File: config.mk
export PLATFORM = sky130hd
export DESIGN_NAME = srrse_exec
export DESIGN_NICKNAME = d
export VERILOG_FILES = /design/src/verilog/srrse_pkg.sv /design/src/verilog/srrse_alu_if.sv /design/src/verilog/srrse_exec.sv /design/src/verilog/srrse_alu.sv
export SDC_FILE = /design/constraint.sdc
export NUM_CORES = 2
export LEC_CHECK = 0
export ABC_CLOCK_PERIOD_IN_PS = 28800
export BUFFER_PORTS_ARGS = -buffer_cell sky130_fd_sc_hd__buf_2
export CAP_MARGIN = 20
export CORE_ASPECT_RATIO = 1.1
export CORE_MARGIN = 2
export CORE_UTILIZATION = 45
export DETAILED_ROUTE_END_ITERATION = 16
export REMOVE_ABC_BUFFERS = 1
export SYNTH_ARGS = -nofsm -noshare
export SYNTH_HDL_FRONTEND = slang
export SYNTH_SLANG_ARGS = --single-unit
export TNS_END_PERCENT = 1
File: constraint.sdc
create_clock -name pclk -period 28.8 [get_ports pclk]
set_input_delay 4.32 -clock pclk [delete_from_list [all_inputs] [get_ports pclk]]
set_output_delay 4.32 -clock pclk [all_outputs]
set_load 0.02 [all_outputs]
File: src/verilog/srrse_pkg.sv
// Purpose: Constants and types for the subtract, rotate, return and sleep execution block
// Assumes: 32-bit APB, one word per register, pclk at 250 MHz
// Notes:   Summary of operation follows
//
// Summary of operation
// [RL1] Rotate right through carry, only carry changes
// [RL2] Destination bit: 0 accumulator, 1 file
// [RL3] Rotate reads full file register as source
// [RL4] Return pops stack into PC, flags kept
// [RL5] Return takes two instruction cycles
// [RL6] Sleep clears power-down flag to zero
// [RL7] Sleep sets watchdog-expiry flag to one
// [RL8] Sleep clears watchdog counter and prescaler
// [RL9] File minus accumulator, flags C DC Z
// [RL10] File minus accumulator minus inverted carry
// [RL11] Literal minus accumulator, always to accumulator
// [RL12] Carry and nibble carry set on no borrow
// [RL13] Zero flag set when result is zero
package srrse_pkg;

  // Register byte offsets
  localparam logic [11:0] OFS_INSTR     = 12'h000;
  localparam logic [11:0] OFS_ACC       = 12'h004;
  localparam logic [11:0] OFS_STATUS    = 12'h008;
  localparam logic [11:0] OFS_PC        = 12'h00c;
  localparam logic [11:0] OFS_STACK     = 12'h010;
  localparam logic [11:0] OFS_WDOG      = 12'h014;
  localparam logic [11:0] OFS_BUSY      = 12'h018;
  localparam logic [11:0] OFS_FILE_BASE = 12'h200;
  localparam logic [11:0] OFS_FILE_LAST = 12'h3fc;

  // Instruction word fields
  localparam int INSTR_OP_LSB   = 0;
  localparam int INSTR_DEST_BIT = 3;
  localparam int INSTR_FA_LSB   = 4;
  localparam int INSTR_LIT_LSB  = 16;

  // Status fields
  localparam int ST_CARRY  = 0;
  localparam int ST_NIBBLE = 1;
  localparam int ST_ZERO   = 2;
  localparam int ST_PD_N   = 3;
  localparam int ST_TO_N   = 4;

  // Sizes and reset values
  localparam int          FILE_DEPTH  = 128;
  localparam int          STACK_DEPTH = 16;
  localparam int          PC_W        = 15;
  localparam logic [7:0]  ACC_RST     = 8'h00;
  localparam logic [14:0] PC_RST      = 15'h0000;
  localparam logic [7:0]  WDOG_CLR    = 8'h00;
  localparam logic [7:0]  PRESC_CLR   = 8'h00;
  localparam logic [7:0]  PRESC_LAST  = 8'hff;

  typedef enum logic [2:0] {
    SRRSE_OP_NOP     = 3'h0,
    SRRSE_OP_RRC     = 3'h1,
    SRRSE_OP_SUBF    = 3'h2,
    SRRSE_OP_SUBFB   = 3'h3,
    SRRSE_OP_SUBLIT  = 3'h4,
    SRRSE_OP_RETURN  = 3'h5,
    SRRSE_OP_SLEEP   = 3'h6,
    SRRSE_OP_PUSH    = 3'h7
  } srrse_op_t;

  typedef enum logic {
    SRRSE_IDLE,
    SRRSE_RET2
  } srrse_state_t;

endpackage

File: src/verilog/srrse_alu_if.sv
// Purpose: Carries operands and results between the executor and its arithmetic unit
// Assumes: Combinational unit, one operation per cycle
// Notes:   Carry in is the status carry as stored
`timescale 1ns/100ps
interface srrse_alu_if;
  import srrse_pkg::*;
  srrse_op_t  op;
  logic [7:0] src;
  logic [7:0] acc;
  logic       carry_in;
  logic [7:0] result;
  logic       carry_out;
  logic       nibble_out;
  logic       zero_out;

  modport exec (output op, src, acc, carry_in, input result, carry_out, nibble_out, zero_out);
  modport alu  (input op, src, acc, carry_in, output result, carry_out, nibble_out, zero_out);
endinterface

File: src/verilog/srrse_exec.sv
// Purpose: Executes rotate, subtract, return and sleep on a small core state, APB slave
// Assumes: Instructions are issued by writing the instruction register
// Notes:   An instruction write while a return is in flight waits with pready low
`timescale 1ns/100ps
module srrse_exec
  import srrse_pkg::*;
(
  // Clock and reset
  input  wire logic        pclk,
  input  wire logic        presetn,
  // APB slave
  input  wire logic        psel,
  input  wire logic        penable,
  input  wire logic        pwrite,
  input  wire logic [11:0] paddr,
  input  wire logic [31:0] pwdata,
  input  wire logic [3:0]  pstrb,
  output logic      [31:0] prdata,
  output logic             pready,
  output logic             pslverr,
  // Core state views
  output logic      [14:0] pc_out,
  output logic             power_down_flag_n,
  output logic             watchdog_expiry_flag_n
);

  ////////////////////////////////////////////////////////////////////////////
  // Declarations

  srrse_alu_if alu_bus ();

  logic [7:0]      file_mem [FILE_DEPTH];
  logic [14:0]     stack_mem [STACK_DEPTH];
  logic [3:0]      sp_r;
  logic [4:0]      depth_r;
  logic [7:0]      acc_r;
  logic            carry_r;
  logic            nibble_carry_r;
  logic            zero_r;
  logic            power_down_flag_n_r;
  logic            watchdog_expiry_flag_n_r;
  logic [14:0]     pc_r;
  logic [14:0]     stack_head_r;
  logic [7:0]      watchdog_counter_r;
  logic [7:0]      prescaler_r;
  logic [31:0]     prdata_r;
  srrse_state_t    state_r;

  logic            access;
  logic            wr_en;
  logic            rd_en;
  logic            instr_hit;
  logic            file_hit;
  logic            mapped;
  logic            issue;
  srrse_op_t       op;
  logic            dest_file;
  logic [6:0]      faddr;
  logic [7:0]      literal;
  logic [6:0]      bus_faddr;
  logic [7:0]      file_src;
  logic            is_sub;
  logic            is_file_op;
  logic [3:0]      sp_top;

  ////////////////////////////////////////////////////////////////////////////
  // Address decode

  function automatic logic reg_hit(input logic [11:0] addr, input logic [11:0] ofs);
    reg_hit = (addr == ofs);
  endfunction

  assign access    = psel & penable;
  assign file_hit  = (paddr >= OFS_FILE_BASE) && (paddr <= OFS_FILE_LAST) && (paddr[1:0] == 2'b00);
  assign instr_hit = reg_hit(paddr, OFS_INSTR);
  assign mapped    = file_hit | instr_hit | reg_hit(paddr, OFS_ACC) | reg_hit(paddr, OFS_STATUS) |
                     reg_hit(paddr, OFS_PC) | reg_hit(paddr, OFS_STACK) | reg_hit(paddr, OFS_WDOG) |
                     reg_hit(paddr, OFS_BUSY);
  // Instruction writes stall while a return is still in its second cycle
  assign pready    = ~(access & pwrite & instr_hit & (state_r != SRRSE_IDLE));
  assign pslverr   = access & ~mapped;
  assign wr_en     = access & pready & pwrite & mapped & pstrb[0];
  assign rd_en     = access & pready & ~pwrite;
  assign bus_faddr = paddr[8:2];

  ////////////////////////////////////////////////////////////////////////////
  // Instruction issue and operand fetch

  assign issue     = wr_en & instr_hit;
  assign op        = srrse_op_t'(pwdata[INSTR_OP_LSB +: 3]);
  assign dest_file = pwdata[INSTR_DEST_BIT];
  assign faddr     = pwdata[INSTR_FA_LSB +: 7];
  assign literal   = pwdata[INSTR_LIT_LSB +: 8];
  assign is_sub    = (op == SRRSE_OP_SUBF) || (op == SRRSE_OP_SUBFB) || (op == SRRSE_OP_SUBLIT);
  assign is_file_op = (op == SRRSE_OP_RRC) || (op == SRRSE_OP_SUBF) || (op == SRRSE_OP_SUBFB);
  assign sp_top    = sp_r - 4'h1;

  // [RL3] Full file register read
  assign file_src  = file_mem[faddr];

  assign alu_bus.op       = op;
  // [RL11] Literal as minuend
  assign alu_bus.src      = (op == SRRSE_OP_SUBLIT) ? literal : file_src;
  assign alu_bus.acc      = acc_r;
  assign alu_bus.carry_in = carry_r;

  srrse_alu u_alu (
    .a (alu_bus.alu)
  );

  ////////////////////////////////////////////////////////////////////////////
  // Accumulator

  always_ff @(posedge pclk or negedge presetn) begin
    if (!presetn) begin
      acc_r <= ACC_RST;
    end else if (issue && op == SRRSE_OP_SUBLIT) begin
      // [RL11] Always into accumulator
      acc_r <= alu_bus.result;
    end else if (issue && is_file_op && !dest_file) begin
      // [RL2] Destination accumulator
      acc_r <= alu_bus.result;
    end else if (wr_en && reg_hit(paddr, OFS_ACC)) begin
      acc_r <= pwdata[7:0];
    end
  end

  ////////////////////////////////////////////////////////////////////////////
  // File registers

  always_ff @(posedge pclk) begin
    if (issue && is_file_op && dest_file) begin
      // [RL2] Destination file register
      file_mem[faddr] <= alu_bus.result;
    end else if (wr_en && file_hit) begin
      file_mem[bus_faddr] <= pwdata[7:0];
    end
  end

  ////////////////////////////////////////////////////////////////////////////
  // Arithmetic flags

  always_ff @(posedge pclk or negedge presetn) begin
    if (!presetn) begin
      carry_r        <= 1'b0;
      nibble_carry_r <= 1'b0;
      zero_r         <= 1'b0;
    end else if (issue && op == SRRSE_OP_RRC) begin
      // [RL1] Only carry updated
      carry_r <= alu_bus.carry_out;
    end else if (issue && is_sub) begin
      // [RL12] Carry means no borrow
      carry_r        <= alu_bus.carry_out;
      nibble_carry_r <= alu_bus.nibble_out;
      // [RL13] Zero flag update
      zero_r         <= alu_bus.zero_out;
    end else if (wr_en && reg_hit(paddr, OFS_STATUS)) begin
      carry_r        <= pwdata[ST_CARRY];
      nibble_carry_r <= pwdata[ST_NIBBLE];
      zero_r         <= pwdata[ST_ZERO];
    end
  end

  ////////////////////////////////////////////////////////////////////////////
  // Return sequencer

  always_ff @(posedge pclk or negedge presetn) begin
    if (!presetn) begin
      state_r <= SRRSE_IDLE;
    end else begin
      unique case (state_r)
        SRRSE_IDLE: begin
          // [RL5] First of two cycles
          if (issue && op == SRRSE_OP_RETURN) begin
            state_r <= SRRSE_RET2;
          end
        end
        SRRSE_RET2: begin
          state_r <= SRRSE_IDLE;
        end
      endcase
    end
  end

  ////////////////////////////////////////////////////////////////////////////
  // Hardware stack

  always_ff @(posedge pclk or negedge presetn) begin
    if (!presetn) begin
      sp_r         <= 4'h0;
      depth_r      <= 5'h00;
      stack_head_r <= PC_RST;
    end else if (issue && op == SRRSE_OP_RETURN) begin
      // [RL4] Pop the stack
      stack_head_r <= stack_mem[sp_top];
      sp_r         <= sp_top;
      if (depth_r != 5'h00) begin
        depth_r <= depth_r - 5'h01;
      end
    end else if (issue && op == SRRSE_OP_PUSH) begin
      sp_r <= sp_r + 4'h1;
      if (depth_r != 5'h10) begin
        depth_r <= depth_r + 5'h01;
      end
    end
  end

  always_ff @(posedge pclk) begin
    if (issue && op == SRRSE_OP_PUSH) begin
      stack_mem[sp_r] <= pc_r;
    end
  end

  ////////////////////////////////////////////////////////////////////////////
  // Program counter

  always_ff @(posedge pclk or negedge presetn) begin
    if (!presetn) begin
      pc_r <= PC_RST;
    end else if (state_r == SRRSE_RET2) begin
      // [RL5] Second cycle loads target
      pc_r <= stack_head_r;
    end else if (issue && op != SRRSE_OP_RETURN) begin
      pc_r <= pc_r + 15'h0001;
    end else if (wr_en && reg_hit(paddr, OFS_PC)) begin
      pc_r <= pwdata[14:0];
    end
  end

  ////////////////////////////////////////////////////////////////////////////
  // Watchdog counter and prescaler

  always_ff @(posedge pclk or negedge presetn) begin
    if (!presetn) begin
      prescaler_r        <= PRESC_CLR;
      watchdog_counter_r <= WDOG_CLR;
    end else if (issue && op == SRRSE_OP_SLEEP) begin
      // [RL8] Clear counter and prescaler
      prescaler_r        <= PRESC_CLR;
      watchdog_counter_r <= WDOG_CLR;
    end else begin
      prescaler_r <= prescaler_r + 8'h01;
      if (prescaler_r == PRESC_LAST) begin
        watchdog_counter_r <= watchdog_counter_r + 8'h01;
      end
    end
  end

  ////////////////////////////////////////////////////////////////////////////
  // Power-down and watchdog-expiry flags

  always_ff @(posedge pclk or negedge presetn) begin
    if (!presetn) begin
      power_down_flag_n_r      <= 1'b1;
      watchdog_expiry_flag_n_r <= 1'b1;
    end else if (issue && op == SRRSE_OP_SLEEP) begin
      // [RL6] Power-down flag cleared
      power_down_flag_n_r      <= 1'b0;
      // [RL7] Expiry flag set
      watchdog_expiry_flag_n_r <= 1'b1;
    end else if (prescaler_r == PRESC_LAST && watchdog_counter_r == 8'hff) begin
      watchdog_expiry_flag_n_r <= 1'b0;
    end
  end

  ////////////////////////////////////////////////////////////////////////////
  // Read data

  always_ff @(posedge pclk or negedge presetn) begin
    if (!presetn) begin
      prdata_r <= 32'h0000_0000;
    end else if (psel && !penable && !pwrite) begin
      prdata_r <= 32'h0000_0000;
      if (file_hit) begin
        prdata_r <= {24'h000000, file_mem[bus_faddr]};
      end else begin
        unique case (paddr)
          OFS_ACC:    prdata_r <= {24'h000000, acc_r};
          OFS_STATUS: prdata_r <= {27'h0000000, watchdog_expiry_flag_n_r, power_down_flag_n_r,
                                   zero_r, nibble_carry_r, carry_r};
          OFS_PC:     prdata_r <= {17'h00000, pc_r};
          OFS_STACK:  prdata_r <= {11'h000, depth_r, 1'b0, stack_head_r};
          OFS_WDOG:   prdata_r <= {16'h0000, prescaler_r, watchdog_counter_r};
          OFS_BUSY:   prdata_r <= {31'h00000000, state_r != SRRSE_IDLE};
          default:    prdata_r <= 32'h0000_0000;
        endcase
      end
    end
  end

  assign prdata                 = rd_en ? prdata_r : 32'h0000_0000;
  assign pc_out                 = pc_r;
  assign power_down_flag_n      = power_down_flag_n_r;
  assign watchdog_expiry_flag_n = watchdog_expiry_flag_n_r;

endmodule // srrse_exec

File: src/verilog/srrse_alu.sv
// Purpose: Rotate and subtract arithmetic
// Assumes: Operands settled within one pclk cycle
// Notes:   Subtract is addition of the inverted accumulator plus a carry in
`timescale 1ns/100ps
module srrse_alu
  import srrse_pkg::*;
(
  // Operand and result bundle
  srrse_alu_if.alu a
);

  logic       sub_cin;
  logic [8:0] full_sum;
  logic [4:0] low_sum;

  always_comb begin
    // [RL10] Borrow from carry
    sub_cin = (a.op == SRRSE_OP_SUBFB) ? a.carry_in : 1'b1;
  end

  // [RL9] Two's complement subtract
  assign full_sum = {1'b0, a.src} + {1'b0, ~a.acc} + {8'h00, sub_cin};
  assign low_sum  = {1'b0, a.src[3:0]} + {1'b0, ~a.acc[3:0]} + {4'h0, sub_cin};

  always_comb begin
    a.result     = full_sum[7:0];
    a.carry_out  = full_sum[8];
    a.nibble_out = low_sum[4];
    if (a.op == SRRSE_OP_RRC) begin
      // [RL1] Old carry enters top bit
      a.result    = {a.carry_in, a.src[7:1]};
      a.carry_out = a.src[0];
    end
  end

  // [RL13] Zero on result
  assign a.zero_out = (full_sum[7:0] == 8'h00);

endmodule // srrse_alu

==> metrics.yaml <==
powerDensity_mw_per_mm2: 65.4
cp-start-kind: "input pin"
drv_cap: 0
clk-insertion-delay-late_ps: 810
rsz0062_at_grt: "no"
synth_top_flop_cell: "edfxtp_1"
holdBufCountCts: 0
antenna_found_initial: 16
area_delta_synth_final_pct: 11.9
clock_sinks: 1354
die_area_mm2: 0.143
fin_worst_skew_ps: 44.1
yosysTopAreaCellShare: 0.603
peakVddDrop_uv: 69.4
period_share: 0.403
synth_edf_count: 1264
p_total_mw: 4.61
core_mm2: 0.138
die_x_um: 361
yosysWarningCount: 0
grt_first_pass_wirelength_mm: 266
ys_ff_latch: 1354
holdCritPathClass: "flop to flop"
critPathMaxFanout: 100
relSlewSlack: 0.193
place.port_buffers: 80
postSynthAreaPerCell_um2: 18.1
drtIter0Drc: 4599
tns_ps: 0
arrival_ps: 12020
p_int_mw: 3.48
cts_resized: 0
syn_area_mm2: 0.0630
top_level_ports: 104
overflow: 0
grt_pass1_vias: 35800
yosys.area.top_type: "edfxtp_1"
layout-drive-gt1-share: 0.291
p_clk_frac: 0.413
tightest_slew_ps: 1210
synth.distinct_cells: 80
setup_violations: 0
syn_inst: 3485
rows: 143
timing.fmax_ghz: 0.0863
maxSlewViolCount: 0
wl_per_cell_um: 34.1
p_seq_frac: 0.495
crit_type: "input pin to flop"
cts_tree: "built"
route.vias.total: 35700
async_flop_share: 0.0665
min_period_ps: 11590
ant_nets: 0
synth_common_cells: "edfxtp_1 (1264), mux4_2 (617), nand2_1 (231), nor2_1 (223), mux2i_1 (121)"
final_nets: 3641
cts_max_path_buffers: 3
seq_area_frac_synth: 0.638
synthTopCellsByArea: "edfxtp_1 (60%), mux4_2 (22%), dfrtp_1 (3.5%), mux2i_1 (1.9%), nand2_1 (1.4%)"
drtPass1Iterations: 6
routabilityCongestion: 0.919
gr-usage-all-layers: 0.264
die_h_um: 396
synth.most_common_cell: "edfxtp_1"
cts_root_buffer: "clkbuf_16"
grt_max_degree: 101
power.switching_mw: 1.13
post-cts-setup-buffers: 0
drc: 0
critPathCaptureType: "flop"
start_util: 0.455
switching_share: 0.245
cts-buffers-inserted: 145
routed_wl_mm: 188
status: "finished, final reports clean"
crit_required_ps: 29230
post-dp-hpwl_mm: 120
vias_per_cell: 6.49
hold_viol: 0
cts.clk_slew.worst_paths_ps: 60
cts_htree_levels: 4
combPwrFrac: 0.092
leakagePower_nw: 23.1
-- layer usage --
layer / global-route usage / part of all wire
met1: 0.351 / 0.38
met2: 0.429 / 0.49
met4: 0.108 / 0.044
met3: 0.0538 / 0.085
met5: 0 / 0.00018
-- stage by stage --
stage                     hold WS, ps  cells  worst slack (ps)   util  instance area (um^2)
after floorplan                   442   3243             12960      -                 61900
after global placement            456   5223             16460  0.473                 65500
after detailed placement          466   5225             16410  0.473                 65500
after CTS                         480   5491             17190  0.508                 70400
after global routing              510   5501             16680  0.509                 70400
final                             474   5502             17210  0.509                 70400
-- power by group through the flow --
stage / registers [mW] / clock network [mW] / logic (mW)
6_report: 2.28 / 1.90 / 0.426
4_1_cts: 2.28 / 1.92 / 0.423
3_3_place_gp: 2.32 / 0 / 0.418
5_1_grt: 2.28 / 2.00 / 0.453
2_1_floorplan: 2.35 / 0 / 0.202
3_5_place_dp: 2.32 / 0 / 0.423
-- critical path, cell delays in order --
cell and delay (ps):
buf_8 440, buf_4 770, buf_12 500, mux4_2 570, a221oi_1 560, o21ai_0 410
o311ai_0 230, nor4_1 210, a21oi_1 220, fa_1 220, inv_1 60, fa_1 430
a21o_1 180, a21oi_1 370, o21bai_1 100, a21oi_1 180, xnor2_1 170, nand2_1 150
a31oi_4 690, buf_4 820
-- final cells by class --
cell class,instances,area (um^2)
inverter,22,87.6
tap,1812,2270
clock buffer,182,3780
multi-input combinational,1867,21800
timing repair buffer,177,1280
sequential,1354,40200
clock inverter,84,1060
fill,11300,68000
antenna,4,10.0
-- cell usage in the layout (no fill, tap or decap), types with 26 or more instances in the layout --
cell type / n
a21oi_1: 52
a22o_1: 26
a22oi_1: 33
and2_1: 46
buf_2: 74
buf_4: 88
clkbuf_1: 36
clkbuf_16: 145
dfrtp_1: 87
edfxtp_1: 1264
mux2_2: 36
mux2i_1: 121
mux4_2: 617
nand2_1: 231
nand3_1: 63
nor2_1: 221
o21ai_0: 67
-- final timing paths --
check | from | cells past startpoint | to | slack, ps
worst max-delay path | pwdata[4] | 20 | file_mem[22][6]$_DFFE_PP_ | 17210
worst max register to register | file_mem[127][0]$_DFFE_PP_ | 17 | file_mem[22][6]$_DFFE_PP_ | 22340
worst min-delay path | prdata_r[9]$_DFFE_PN0P_ | 2 | prdata_r[9]$_DFFE_PN0P_ | 470
worst min register to register | prdata_r[9]$_DFFE_PN0P_ | 2 | prdata_r[9]$_DFFE_PN0P_ | 470
min in group asynchronous | presetn | 1 | prdata_r[13]$_DFFE_PN0P_ | 3420
max in group asynchronous | presetn | 2 | sp_r[0]$_DFFE_PN0P_ | 24100
-- kinds of logic after synthesis --
| family | Yosys count | synth area share |
|---|---|---|
| flops | 1354 | 0.638 |
| xor+xnor | 40 | 0.00556 |
| simple gates | 698 | 0.0508 |
| buf+inv | 274 | 0.0193 |
| compound gates | 323 | 0.0349 |
| mux | 774 | 0.246 |
| other cells | 1 | 0.0000595 |
| fa+ha+maj | 21 | 0.00453 |
-- state kept, by name (all words and copies together), names as in the netlist, 5 cells and up --
name,cells
acc_r,8
depth_r,5
file_mem,1024
pc_out,15
prdata_r,21
prescaler_r,8
stack_head_r,15
stack_mem,240
watchdog_counter_r,8
(Power assumes the default switching activity.)
